## src/core/rs_pkg.sv

```systemverilog
// How it works
// Four fast inputs, each plain, latched or event by its function field; the rest are plain.
// Each input has a debounce filter whose length is chosen by the input's function.
// A latched input catches a pulse shorter than a scan and shows it in the next scan image.
// Only rising edges set the latch; falling edges never do.
// An event input fires a task trigger on its selected edge: rising, falling or both.
// Only one input can serve as extra run/stop; a second assignment is refused.
// Run/stop comes from the switch, from software commands and from the assigned input.
// With the switch at stop the unit stays stopped and ignores every other command.
// Switch stop-to-run starts; at run, software commands apply if the input is absent or high.
// An assigned input at 0 forces stop; its rising edge or a switch move while high starts.
// Stopped or in exception, all outputs take the application default values.
// A short or overcurrent drives all outputs to 0, then retries every 10 seconds.
// An option inhibits the automatic retry so outputs stay off after a trip.
// System date and time are handed to the left-side expansion modules.
// A latch indication clears after one presented scan unless a new rising edge came.
package rs_pkg;
    localparam int NUM_IN = 4;
    localparam int NUM_OUT = 8;
    localparam int IRQ_W = 6;
    // Register offsets
    localparam logic [5:0] REG_CMD = 6'h00;
    localparam logic [5:0] REG_IN_CFG = 6'h04;
    localparam logic [5:0] REG_RS_CFG = 6'h08;
    localparam logic [5:0] REG_FILT = 6'h0C;
    localparam logic [5:0] REG_OUT_CFG = 6'h10;
    localparam logic [5:0] REG_OUT_VAL = 6'h14;
    localparam logic [5:0] REG_OUT_DEF = 6'h18;
    localparam logic [5:0] REG_SCAN = 6'h1C;
    localparam logic [5:0] REG_STATUS = 6'h20;
    localparam logic [5:0] REG_IRQ_STAT = 6'h24;
    localparam logic [5:0] REG_IRQ_MASK = 6'h28;
    localparam logic [5:0] REG_TIME = 6'h2C;
    // Field positions
    localparam int CMD_RUN = 0;
    localparam int CMD_STOP = 1;
    localparam int CMD_REARM = 2;
    localparam int RS_EN = 0;
    localparam int RS_SEL_LSB = 1;
    localparam int EDGE_LSB = 8;
    localparam int FILT_EVT_LSB = 8;
    localparam int OUT_INHIBIT = 0;
    localparam int STAT_RUN = 0;
    localparam int STAT_PROT = 1;
    localparam int STAT_EXC = 2;
    localparam int STAT_IN_LSB = 4;
    localparam int IRQ_FAULT = 4;
    localparam int IRQ_RUN = 5;
    // Reset values
    localparam logic [15:0] IN_CFG_RST = 16'h0000;
    localparam logic [2:0] RS_CFG_RST = 3'h0;
    localparam logic [15:0] FILT_RST = 16'h0404;
    localparam logic [7:0] OUT_RST = 8'h00;
    localparam logic [IRQ_W-1:0] IRQ_RST = 6'h00;
    // Input functions and edge selects
    localparam logic [1:0] FN_LATCH = 2'h1;
    localparam logic [1:0] FN_EVENT = 2'h2;
    localparam int EDGE_RISE = 0;
    localparam int EDGE_FALL = 1;
    // Timing
    localparam int CLK_PERIOD_NS = 5;
    localparam int FILT_TICK_NS = 1000;
    localparam logic [7:0] FILT_TICK_CYC = 8'((FILT_TICK_NS + CLK_PERIOD_NS - 1) / CLK_PERIOD_NS);
    localparam logic [63:0] REARM_S = 64'd10;
    localparam logic [63:0] NS_PER_S = 64'd1000000000;
    localparam logic [31:0] REARM_CYC = 32'(REARM_S * NS_PER_S / 64'(CLK_PERIOD_NS));
    typedef enum logic [1:0] {ST_STOP = 2'b01, ST_RUN = 2'b10} run_state_e;
    typedef enum logic [1:0] {PR_ARMED = 2'b01, PR_OFF = 2'b10} prot_state_e;
endpackage

```

## src/core/in_filter.sv

```systemverilog
`timescale 1ns/1ps
`default_nettype none
module in_filter (
    input wire logic clock,
    input wire logic rst_n,
    input wire logic raw,
    input wire logic tick,
    input wire logic [7:0] limit,
    output logic level
);
    logic [7:0] cnt;

    // Level follows only after raw held for limit ticks
    always_ff @(posedge clock or negedge rst_n) begin
        if (!rst_n) begin
            cnt <= 8'h00;
            level <= 1'b0;
        end else if (raw == level) begin
            cnt <= 8'h00;
        end else if (cnt >= limit) begin
            level <= raw;
            cnt <= 8'h00;
        end else if (tick) begin
            cnt <= cnt + 8'h01;
        end
    end

    a_filter_hold: assert property (@(posedge clock) disable iff (!rst_n)
        $changed(level) |-> $past(raw) == level && $past(cnt) >= $past(limit))
        else $error("filtered level changed without a held raw level");
endmodule
`default_nettype wire

```

## src/core/out_protect.sv

```systemverilog
`timescale 1ns/1ps
`default_nettype none
module out_protect #(
    parameter logic [31:0] REARM_CYCLES = rs_pkg::REARM_CYC
) (
    input wire logic clock,
    input wire logic rst_n,
    input wire logic fault,
    input wire logic inhibit,
    input wire logic rearm_req,
    output logic outputs_off,
    output logic trip
);
    import rs_pkg::*;
    prot_state_e state;
    logic [31:0] cnt;

    assign trip = (state == PR_ARMED) && fault;
    assign outputs_off = (state != PR_ARMED);

    always_ff @(posedge clock or negedge rst_n) begin
        if (!rst_n) begin
            state <= PR_ARMED;
        end else begin
            case (state)
                PR_ARMED: begin
                    if (fault) begin
                        state <= PR_OFF;
                    end
                end
                PR_OFF: begin
                    if (rearm_req || (!inhibit && cnt >= REARM_CYCLES - 32'd1)) begin
                        state <= PR_ARMED;
                    end
                end
                default: begin
                    state <= PR_OFF;
                end
            endcase
        end
    end

    always_ff @(posedge clock or negedge rst_n) begin
        if (!rst_n) begin
            cnt <= 32'h00000000;
        end else if (state != PR_OFF) begin
            cnt <= 32'h00000000;
        end else if (cnt < REARM_CYCLES - 32'd1) begin
            cnt <= cnt + 32'd1;
        end
    end

    a_rearm_inhibit: assert property (@(posedge clock) disable iff (!rst_n)
        state == PR_OFF && inhibit && !rearm_req |=> state == PR_OFF)
        else $error("outputs rearmed while rearm inhibited");
    a_rearm_period: assert property (@(posedge clock) disable iff (!rst_n)
        state == PR_OFF && !rearm_req && cnt < REARM_CYCLES - 32'd1 |=> state == PR_OFF)
        else $error("outputs rearmed before the retry period");
endmodule
`default_nettype wire

```

## src/core/run_stop_io_supervisor.sv

```systemverilog
`timescale 1ns/1ps
`default_nettype none
module run_stop_io_supervisor #(
    parameter logic [31:0] REARM_CYCLES = rs_pkg::REARM_CYC
) (
    input wire logic clock,
    input wire logic rst_n,
    input wire logic [5:0] addr,
    input wire logic [31:0] wdata,
    input wire logic wr,
    input wire logic rd,
    output logic [31:0] rdata,
    input wire logic [rs_pkg::NUM_IN-1:0] fast_in,
    input wire logic run_switch,
    input wire logic short_fault,
    input wire logic exc_state,
    output logic [rs_pkg::NUM_IN-1:0] task_trigger,
    output logic [rs_pkg::NUM_OUT-1:0] out_drive,
    output logic run_active,
    output logic irq,
    output logic [31:0] ext_time,
    output logic ext_time_valid
);
    import rs_pkg::*;

    function automatic logic [1:0] pick2(input logic [15:0] v, input int i);
        pick2 = v[2*i +: 2];
    endfunction

    // ==========================================================
    // Pin synchronisers
    logic [NUM_IN+1:0] sync1;
    logic [NUM_IN+1:0] sync2;
    logic sw_s;
    logic fault_s;
    logic [NUM_IN-1:0] in_s;

    always_ff @(posedge clock or negedge rst_n) begin
        if (!rst_n) begin
            sync1 <= '0;
            sync2 <= '0;
        end else begin
            sync1 <= {short_fault, run_switch, fast_in};
            sync2 <= sync1;
        end
    end

    assign in_s = sync2[NUM_IN-1:0];
    assign sw_s = sync2[NUM_IN];
    assign fault_s = sync2[NUM_IN+1];

    // ==========================================================
    // Register file
    logic [15:0] in_cfg;
    logic [2:0] rs_cfg;
    logic [15:0] filt;
    logic inhibit;
    logic [NUM_OUT-1:0] out_val;
    logic [NUM_OUT-1:0] out_def;
    logic [IRQ_W-1:0] irq_stat;
    logic [IRQ_W-1:0] irq_mask;
    logic [IRQ_W-1:0] irq_set;
    logic sw_run_req;
    logic sw_stop_req;
    logic rearm_req;
    logic scan_strobe;
    logic rs_en;
    logic [1:0] rs_sel;
    logic rs_write_ok;

    assign sw_run_req = wr && addr == REG_CMD && wdata[CMD_RUN];
    assign sw_stop_req = wr && addr == REG_CMD && wdata[CMD_STOP];
    assign rearm_req = wr && addr == REG_CMD && wdata[CMD_REARM];
    assign scan_strobe = wr && addr == REG_SCAN;
    assign rs_en = rs_cfg[RS_EN];
    assign rs_sel = rs_cfg[RS_SEL_LSB +: 2];
    // Moving the run/stop role needs a disable first
    assign rs_write_ok = !rs_en || !wdata[RS_EN] || wdata[RS_SEL_LSB +: 2] == rs_sel;

    always_ff @(posedge clock or negedge rst_n) begin
        if (!rst_n) begin
            in_cfg <= IN_CFG_RST;
            filt <= FILT_RST;
            inhibit <= 1'b0;
            out_val <= OUT_RST;
            out_def <= OUT_RST;
            irq_mask <= IRQ_RST;
        end else if (wr) begin
            case (addr)
                REG_IN_CFG: in_cfg <= wdata[15:0];
                REG_FILT: filt <= wdata[15:0];
                REG_OUT_CFG: inhibit <= wdata[OUT_INHIBIT];
                REG_OUT_VAL: out_val <= wdata[NUM_OUT-1:0];
                REG_OUT_DEF: out_def <= wdata[NUM_OUT-1:0];
                REG_IRQ_MASK: irq_mask <= wdata[IRQ_W-1:0];
                default: begin
                end
            endcase
        end
    end

    always_ff @(posedge clock or negedge rst_n) begin
        if (!rst_n) begin
            rs_cfg <= RS_CFG_RST;
        end else if (wr && addr == REG_RS_CFG && rs_write_ok) begin
            rs_cfg <= wdata[2:0];
        end
    end

    // Time handed to left-side expansion with a one-cycle strobe
    always_ff @(posedge clock or negedge rst_n) begin
        if (!rst_n) begin
            ext_time <= 32'h00000000;
            ext_time_valid <= 1'b0;
        end else begin
            ext_time_valid <= wr && addr == REG_TIME;
            if (wr && addr == REG_TIME) begin
                ext_time <= wdata;
            end
        end
    end

    // ==========================================================
    // Filters and edges
    logic [7:0] tick_cnt;
    logic tick;
    logic [NUM_IN-1:0] lvl;
    logic [NUM_IN-1:0] lvl_q;
    logic [NUM_IN-1:0] rise;
    logic [NUM_IN-1:0] fall;
    logic [NUM_IN-1:0] is_latch;
    logic [NUM_IN-1:0] is_event;
    logic [NUM_IN-1:0] evt;

    assign tick = tick_cnt == FILT_TICK_CYC - 8'h01;

    always_ff @(posedge clock or negedge rst_n) begin
        if (!rst_n) begin
            tick_cnt <= 8'h00;
        end else if (tick) begin
            tick_cnt <= 8'h00;
        end else begin
            tick_cnt <= tick_cnt + 8'h01;
        end
    end

    genvar gi;
    generate
        for (gi = 0; gi < NUM_IN; gi++) begin : g_in
            logic [1:0] edge_sel;
            assign edge_sel = pick2(in_cfg >> EDGE_LSB, gi);
            assign is_latch[gi] = pick2(in_cfg, gi) == FN_LATCH;
            assign is_event[gi] = pick2(in_cfg, gi) == FN_EVENT;
            assign evt[gi] = is_event[gi] &&
                ((edge_sel[EDGE_RISE] && rise[gi]) || (edge_sel[EDGE_FALL] && fall[gi]));
            in_filter u_filter (
                .clock(clock),
                .rst_n(rst_n),
                .raw(in_s[gi]),
                .tick(tick),
                .limit(is_event[gi] ? filt[FILT_EVT_LSB +: 8] : filt[7:0]),
                .level(lvl[gi])
            );
        end
    endgenerate

    always_ff @(posedge clock or negedge rst_n) begin
        if (!rst_n) begin
            lvl_q <= '0;
        end else begin
            lvl_q <= lvl;
        end
    end

    assign rise = lvl & ~lvl_q;
    assign fall = ~lvl & lvl_q;

    always_ff @(posedge clock or negedge rst_n) begin
        if (!rst_n) begin
            task_trigger <= '0;
        end else begin
            task_trigger <= evt;
        end
    end

    // ==========================================================
    // Latch capture and scan image
    logic [NUM_IN-1:0] pend;
    logic [NUM_IN-1:0] image;

    always_ff @(posedge clock or negedge rst_n) begin
        if (!rst_n) begin
            pend <= '0;
        end else if (scan_strobe) begin
            pend <= rise & is_latch;
        end else begin
            pend <= pend | (rise & is_latch);
        end
    end

    always_ff @(posedge clock or negedge rst_n) begin
        if (!rst_n) begin
            image <= '0;
        end else if (scan_strobe) begin
            image <= (is_latch & (pend | rise)) | (~is_latch & lvl);
        end
    end

    // ==========================================================
    // Run/stop state
    run_state_e run_state;
    run_state_e next_run;
    logic sw_q;
    logic sw_rise;
    logic rs_level;
    logic rs_rise;
    logic run_allowed;

    always_ff @(posedge clock or negedge rst_n) begin
        if (!rst_n) begin
            sw_q <= 1'b0;
        end else begin
            sw_q <= sw_s;
        end
    end

    assign sw_rise = sw_s && !sw_q;
    assign rs_level = lvl[rs_sel];
    assign rs_rise = rise[rs_sel];
    assign run_allowed = sw_s && (!rs_en || rs_level);

    always_comb begin
        next_run = run_state;
        case (run_state)
            ST_STOP: begin
                if (run_allowed && (sw_rise || sw_run_req || (rs_en && rs_rise))) begin
                    next_run = ST_RUN;
                end
            end
            ST_RUN: begin
                if (!run_allowed || sw_stop_req) begin
                    next_run = ST_STOP;
                end
            end
            default: begin
                next_run = ST_STOP;
            end
        endcase
    end

    always_ff @(posedge clock or negedge rst_n) begin
        if (!rst_n) begin
            run_state <= ST_STOP;
        end else begin
            run_state <= next_run;
        end
    end

    assign run_active = run_state == ST_RUN;

    // ==========================================================
    // Output management
    logic prot_off;
    logic trip;

    out_protect #(.REARM_CYCLES(REARM_CYCLES)) u_protect (
        .clock(clock),
        .rst_n(rst_n),
        .fault(fault_s),
        .inhibit(inhibit),
        .rearm_req(rearm_req),
        .outputs_off(prot_off),
        .trip(trip)
    );

    always_ff @(posedge clock or negedge rst_n) begin
        if (!rst_n) begin
            out_drive <= OUT_RST;
        end else if (prot_off) begin
            out_drive <= '0;
        end else if (run_active && !exc_state) begin
            out_drive <= out_val;
        end else begin
            out_drive <= out_def;
        end
    end

    // ==========================================================
    // Interrupts
    assign irq_set = {next_run != run_state, trip, evt};

    always_ff @(posedge clock or negedge rst_n) begin
        if (!rst_n) begin
            irq_stat <= IRQ_RST;
        end else if (wr && addr == REG_IRQ_STAT) begin
            irq_stat <= (irq_stat & ~wdata[IRQ_W-1:0]) | irq_set;
        end else begin
            irq_stat <= irq_stat | irq_set;
        end
    end

    assign irq = |(irq_stat & irq_mask);

    // ==========================================================
    // Read port
    logic [31:0] rd_val;
    logic [31:0] status;

    always_comb begin
        status = 32'h00000000;
        status[STAT_RUN] = run_active;
        status[STAT_PROT] = prot_off;
        status[STAT_EXC] = exc_state;
        status[STAT_IN_LSB +: NUM_IN] = lvl;
    end

    always_comb begin
        rd_val = 32'h00000000;
        case (addr)
            REG_IN_CFG: rd_val[15:0] = in_cfg;
            REG_RS_CFG: rd_val[2:0] = rs_cfg;
            REG_FILT: rd_val[15:0] = filt;
            REG_OUT_CFG: rd_val[OUT_INHIBIT] = inhibit;
            REG_OUT_VAL: rd_val[NUM_OUT-1:0] = out_val;
            REG_OUT_DEF: rd_val[NUM_OUT-1:0] = out_def;
            REG_SCAN: rd_val[NUM_IN-1:0] = image;
            REG_STATUS: rd_val = status;
            REG_IRQ_STAT: rd_val[IRQ_W-1:0] = irq_stat;
            REG_IRQ_MASK: rd_val[IRQ_W-1:0] = irq_mask;
            REG_TIME: rd_val = ext_time;
            default: rd_val = 32'h00000000;
        endcase
    end

    always_ff @(posedge clock or negedge rst_n) begin
        if (!rst_n) begin
            rdata <= 32'h00000000;
        end else begin
            rdata <= rd ? rd_val : 32'h00000000;
        end
    end

    // ==========================================================
    // Checks
    a_switch_stop_holds: assert property (@(posedge clock) disable iff (!rst_n)
        !sw_s |=> run_state == ST_STOP)
        else $error("left stop while switch at stop");
    a_input_low_stops: assert property (@(posedge clock) disable iff (!rst_n)
        rs_en && !rs_level |=> run_state == ST_STOP)
        else $error("run/stop input low did not force stop");
    a_switch_rise_runs: assert property (@(posedge clock) disable iff (!rst_n)
        sw_rise && !sw_stop_req && (!rs_en || rs_level) |=> run_state == ST_RUN)
        else $error("switch stop-to-run did not start");
    a_input_rise_runs: assert property (@(posedge clock) disable iff (!rst_n)
        sw_s && rs_en && rs_rise && !sw_stop_req |=> run_state == ST_RUN)
        else $error("run/stop input edge did not start");
    a_soft_stop: assert property (@(posedge clock) disable iff (!rst_n)
        run_active && sw_stop_req |=> !run_active)
        else $error("software stop ignored");
    a_rs_reassign: assert property (@(posedge clock) disable iff (!rst_n)
        rs_en && $stable(rs_en) |=> rs_sel == $past(rs_sel) || !rs_en)
        else $error("second run/stop input accepted");
    a_event_edge: assert property (@(posedge clock) disable iff (!rst_n)
        is_event[NUM_IN-1] && in_cfg[EDGE_LSB + 2 * (NUM_IN - 1) + EDGE_FALL] &&
        fall[NUM_IN-1] |=> task_trigger[NUM_IN-1])
        else $error("falling edge event missed");
    a_latch_capture: assert property (@(posedge clock) disable iff (!rst_n)
        is_latch[0] && pend[0] && scan_strobe |=> image[0])
        else $error("latched pulse not shown in next scan");
    a_latch_set: assert property (@(posedge clock) disable iff (!rst_n)
        is_latch[0] && rise[0] |=> pend[0])
        else $error("rising edge not captured by the latch");
    a_latch_no_fall: assert property (@(posedge clock) disable iff (!rst_n)
        fall[0] && !pend[0] |=> !pend[0])
        else $error("falling edge set the latch");
    a_latch_clears: assert property (@(posedge clock) disable iff (!rst_n)
        scan_strobe && !rise[0] |=> !pend[0])
        else $error("latch not cleared after presentation");
    a_fallback_default: assert property (@(posedge clock) disable iff (!rst_n)
        !prot_off && (!run_active || exc_state) |=> out_drive == $past(out_def))
        else $error("outputs not at default in stop or exception");
    a_fault_zero: assert property (@(posedge clock) disable iff (!rst_n)
        trip |=> prot_off ##1 out_drive == '0)
        else $error("outputs not zeroed on fault");

    c_run_entered: cover property (@(posedge clock) disable iff (!rst_n)
        !run_active ##1 run_active);
    c_event_fired: cover property (@(posedge clock) disable iff (!rst_n) |task_trigger);
    c_fault_trip: cover property (@(posedge clock) disable iff (!rst_n) trip);
    c_latch_shown: cover property (@(posedge clock) disable iff (!rst_n)
        scan_strobe && pend[0] && is_latch[0]);
endmodule
`default_nettype wire

```

## config.mk

```make
export PLATFORM = sky130hd
export DESIGN_NAME = run_stop_io_supervisor
export DESIGN_NICKNAME = d
export VERILOG_FILES = /design/src/core/rs_pkg.sv /design/src/core/in_filter.sv /design/src/core/out_protect.sv /design/src/core/run_stop_io_supervisor.sv
export SDC_FILE = /design/constraint.sdc
export NUM_CORES = 1
export LEC_CHECK = 0
export BUFFER_PORTS_ARGS = -buffer_cell sky130_fd_sc_hd__buf_4
export CAP_MARGIN = 20
export CORE_MARGIN = 3
export CORE_UTILIZATION = 64
export CTS_CLUSTER_SIZE = 24
export DETAILED_ROUTE_END_ITERATION = 12
export HOLD_SLACK_MARGIN = 0.05
export MAX_ROUTING_LAYER = met4
export PLACE_DENSITY = 0.85
export SLEW_MARGIN = 20
export SYNTH_ARGS = -nofsm -noshare
export SYNTH_HDL_FRONTEND = slang
export SYNTH_SLANG_ARGS = --single-unit
```

## constraint.sdc

```tcl
create_clock -name clock -period 4.8 [get_ports clock]
set_input_delay 0.96 -clock clock [delete_from_list [all_inputs] [get_ports clock]]
set_output_delay 0.96 -clock clock [all_outputs]
set_load 0.005 [all_outputs]
```

==> run_results.csv <==
group,metric,value,unit
clocking,clockRootBuffer,"clkbuf_16",
drt,drt_first_pass_iters,5,
pwr,seq_power_share,45.8,%
logic_synthesis,avgSynthCellArea,11.3,µm²
clocking,clk_path_buf_depth,3,
global_route,grt_max_degree,134,
global_route,grt_pass1_vias,9162,
critical_path,cp-startpoint,"in_cfg[0]",
pwr,sw_frac_of_total,27.3,%
drt,totalWireLength,29100,µm
drt,drt-initial-drc-count,818,
logic_synthesis,synthArstFlopShare,100,%
clocking,clkLatencyLatePin,0.53,ns
pwr,p_per_area,400,mW/mm²
pwr,switching_power,1.53,mW
critical_path,cpMostUsedCell,"a21o_1",
layout,finalNetCount,1265,
logic_synthesis,syn_nets,1139,
sta,drv_slew,0,
logic_synthesis,seq_area_frac_synth,51.9,%
sta,hold_viol,0,
global_route,grt-ovfl-total,0,
clocking,cts_max_level,1,
pwr,power_frac_comb,16.0,%
logic_synthesis,synth-xor-area-share,3.54,%
pwr,ir_drop,0.319,mV
floorplan,die_area,0.0202,mm²
sta,clock_skew,0.0205,ns
critical_path,worstSetupPathType,"flop to flop",
floorplan,chipHeight,142,µm
drt,drc,0,
layout,diodes,0,
floorplan,ioPinCount,128,
global_route,grt_pass1_wl,47000,µm
drt,wl_per_cell,20.4,µm
logic_synthesis,synthMuxAreaShare,14.4,%
clocking,postCtsSetupRepairBufs,0,
min_path,hold_start,"sync1[3]",
floorplan,start_util,65.7,%
sta,setup_tns,0,ns
floorplan,die_w,142,µm
drt,vias,8965,
place,gp_congestion,0.955,
logic_synthesis,synth-simple-area-share,14.4,%
critical_path,worstReg2RegStart,"in_cfg[0]",
critical_path,arrival,3.71,ns
logic_synthesis,yosysWarnings,0,
run,drv_cap,0,
critical_path,crit_slowest_cell,"nor2b_1",
logic_synthesis,synth_fa_ha_area_share,4.21,%
logic_synthesis,ys_types,56,
global_route,grt_antenna_before_repair,0,
clocking,cts_tree,"yes",
logic_synthesis,ys.flop_type,"dfrtp_1",
drt,vias_per_cell,6.29,
logic_synthesis,synth-seq-cells,246,
sta,rsz0062_at_grt,"false",
logic_synthesis,synth_area,0.0119,mm²
pwr,p_total,5.60,mW
global_route,grt_util_all_layers,29.7,%
logic_synthesis,synth_top_family_by_area,"multiplexers",
layout,drive_gt1_share,24.6,%
clocking,cts_made_buffers,26,
sta,setup_viol,0,
sta,timing.final.crit_share,67.9,%
critical_path,cp.required,5.25,ns
place,hpwl,19600,µm
drt,ant_nets,0,
floorplan,core,0.0181,mm²
sta,finalCriticalPeriod,3.26,ns
critical_path,critPathCaptureType,"flop",
critical_path,start_kind,"flop",
sta,fmax,0.307,GHz
critical_path,worst_path_largest_cell_delay,0.74,ns
pwr,power_leakage,6.64,nW
floorplan,core.rowCount,49,
pwr,intPower,4.07,mW
critical_path,path_cells,"nor2b_1, mux2_2, ha_1, nand2b_1, a21o_1, a21o_1, a211oi_1, o21ai_1, nor2_1",
clocking,cts_resized,0,
logic_synthesis,synth_compound_gate_area_share,9.51,%
critical_path,crit_fanout,9,
layout,area_growth,17.9,%
place,port-buffer-count,127,
sta,worstMarginPinSlew,1.02,ns
sta,slew_headroom,32.2,%
status,status,"complete, no violations",
logic_synthesis,synth-edff-count,0,
clocking,numClockSinks,246,
min_path,hold_path_class,"flop to flop",
logic_synthesis,synthCells,1050,
clocking,cts_hold_buf,0,
clocking,clk_pin_slew,0.06,ns
pwr,clkPwrFrac,38.2,%
[logic make-up (layout without fill, tap and decap cells)]
group	count (synthesis)	after routing
buf+inv	60	206
fa+ha+maj	40	40
mux	156	156
simple gates	323	323
compound gates	177	177
flops	246	246
xor+xnor	48	48
[state kept, by name (all words and copies together) (netlist names), 8 cells and up]
signal	flops
out_drive	8
tick_cnt	8
out_def	8
filt	16
out_val	8
in_cfg	16
rdata	32
ext_time	32
g_in.u_filter.cnt	32
u_protect.cnt	32
[through the flow]
| stage | setup slack [ns] | utilization [%] | cells | cell area (µm²) | hold slack (ns) |
|---|---|---|---|---|---|
| detailed placement | 1.67 | 72.2 | 1376 | 13100 | 0.335 |
| global route | 1.37 | 77.4 | 1425 | 14000 | 0.357 |
| finish | 1.54 | 77.4 | 1425 | 14000 | 0.347 |
| CTS | 1.60 | 77.3 | 1424 | 14000 | 0.348 |
| global placement | 1.71 | 72.2 | 1376 | 13100 | 0.333 |
| floorplan | 2.21 | - | 1050 | 11900 | 0.331 |
[final cells by class]
cell class                      instances  area, µm²
Clock inverter                         13        204
Sequential cell                       246       6160
Multi-Input combinational cell        744       5480
Clock buffer                           35        726
Fill cell                            1147       4090
Timing Repair Buffer                  136       1060
Tap cell                              229        287
Inverter                               22       82.6
[path summary, 6_finish.rpt]
kind	endpoint	slack [ns]	depth (start not counted)
worst min-delay path	sync2[3]	0.35	0
min in group asynchronous	u_protect.cnt[21]	0.53	1
max in group asynchronous	filt[10]	3.32	2
worst max-delay path	g_in[0].u_filter.cnt[5]	1.54	9
worst max register to register	g_in[0].u_filter.cnt[5]	1.54	9
worst min register to register	sync2[3]	0.35	0
[cell usage in the layout (no fill, tap or decap), drive strengths merged, types with 9 or more instances in the layout]
| cell | n |
|---|---|
| nand3 | 25 |
| and4 | 10 |
| and3 | 29 |
| nand2b | 9 |
| mux2 | 98 |
| nor2 | 100 |
| ha | 40 |
| xor2 | 32 |
| xnor2 | 16 |
| a21o | 13 |
| nor2b | 23 |
| o21a | 11 |
| o21ai | 43 |
| nand4 | 23 |
| dfrtp | 242 |
| or3 | 15 |
| clkbuf | 35 |
| inv | 22 |
| a21oi | 49 |
| a22oi | 17 |
| buf | 136 |
| mux2i | 56 |
| a22o | 9 |
| nand2 | 58 |
[worst max-delay path: cells and delay by family (launching register included)]
family	cells	cell delay (ns)
multiplexers	1	0.42
AO/OA/AOI/OAI	4	0.99
adder cells (fa/ha/maj)	1	0.27
flip-flops	1	0.41
AND/OR/NAND/NOR	3	1.09
[Yosys cell counts (3+ instances only)]
master	count	area share (%)
a31oi_1	6	0.32
o31ai_1	5	0.32
nor3_1	3	0.13
nand4b_1	5	0.37
xor2_1	32	2.4
buf_2	13	0.55
o21ai_1	6	0.25
a21oi_1	49	2.1
and4_1	9	0.66
a221oi_1	3	0.22
nand4_1	21	1.1
o21a_1	11	0.70
nor3_2	3	0.25
or3_1	15	0.79
inv_1	22	0.70
o21ai_0	36	1.5
ha_1	40	4.2
xnor2_1	16	1.2
a22o_1	9	0.66
dfrtp_1	242	51
nor2_1	99	3.1
and2_1	8	0.42
and3_1	29	1.5
mux2_2	98	9.3
a211oi_1	5	0.32
clkbuf_1	22	0.70
dfstp_2	4	0.88
o211ai_1	7	0.44
mux2i_1	56	4.7
or4_1	5	0.32
nand3_1	25	1.1
a22oi_1	17	1.1
nand2b_1	9	0.47
a21o_1	13	0.82
nand2_1	58	1.8
nor2b_1	23	1.2
[power groups by stage]
stage | registers, mW | logic [mW] | clock network, mW
after floorplan | 2.48 | 0.591 | 0
after global placement | 2.57 | 0.844 | 0
after detailed placement | 2.58 | 0.881 | 0
after CTS | 2.55 | 0.896 | 2.17
after global routing | 2.59 | 0.989 | 2.25
final | 2.56 | 0.897 | 2.14
[routing by layer]
layer | vias up | part of all wire, % | track usage, %
li1 | 4052 | - | -
met1 | 4442 | 41 | 38.4
met2 | 373 | 49 | 47.1
met3 | 98 | 6.8 | 5.68
met4 | 0 | 3.7 | 11.0
met5 | - | 0 | -
No activity file was read; power rests on OpenSTA's default activity.
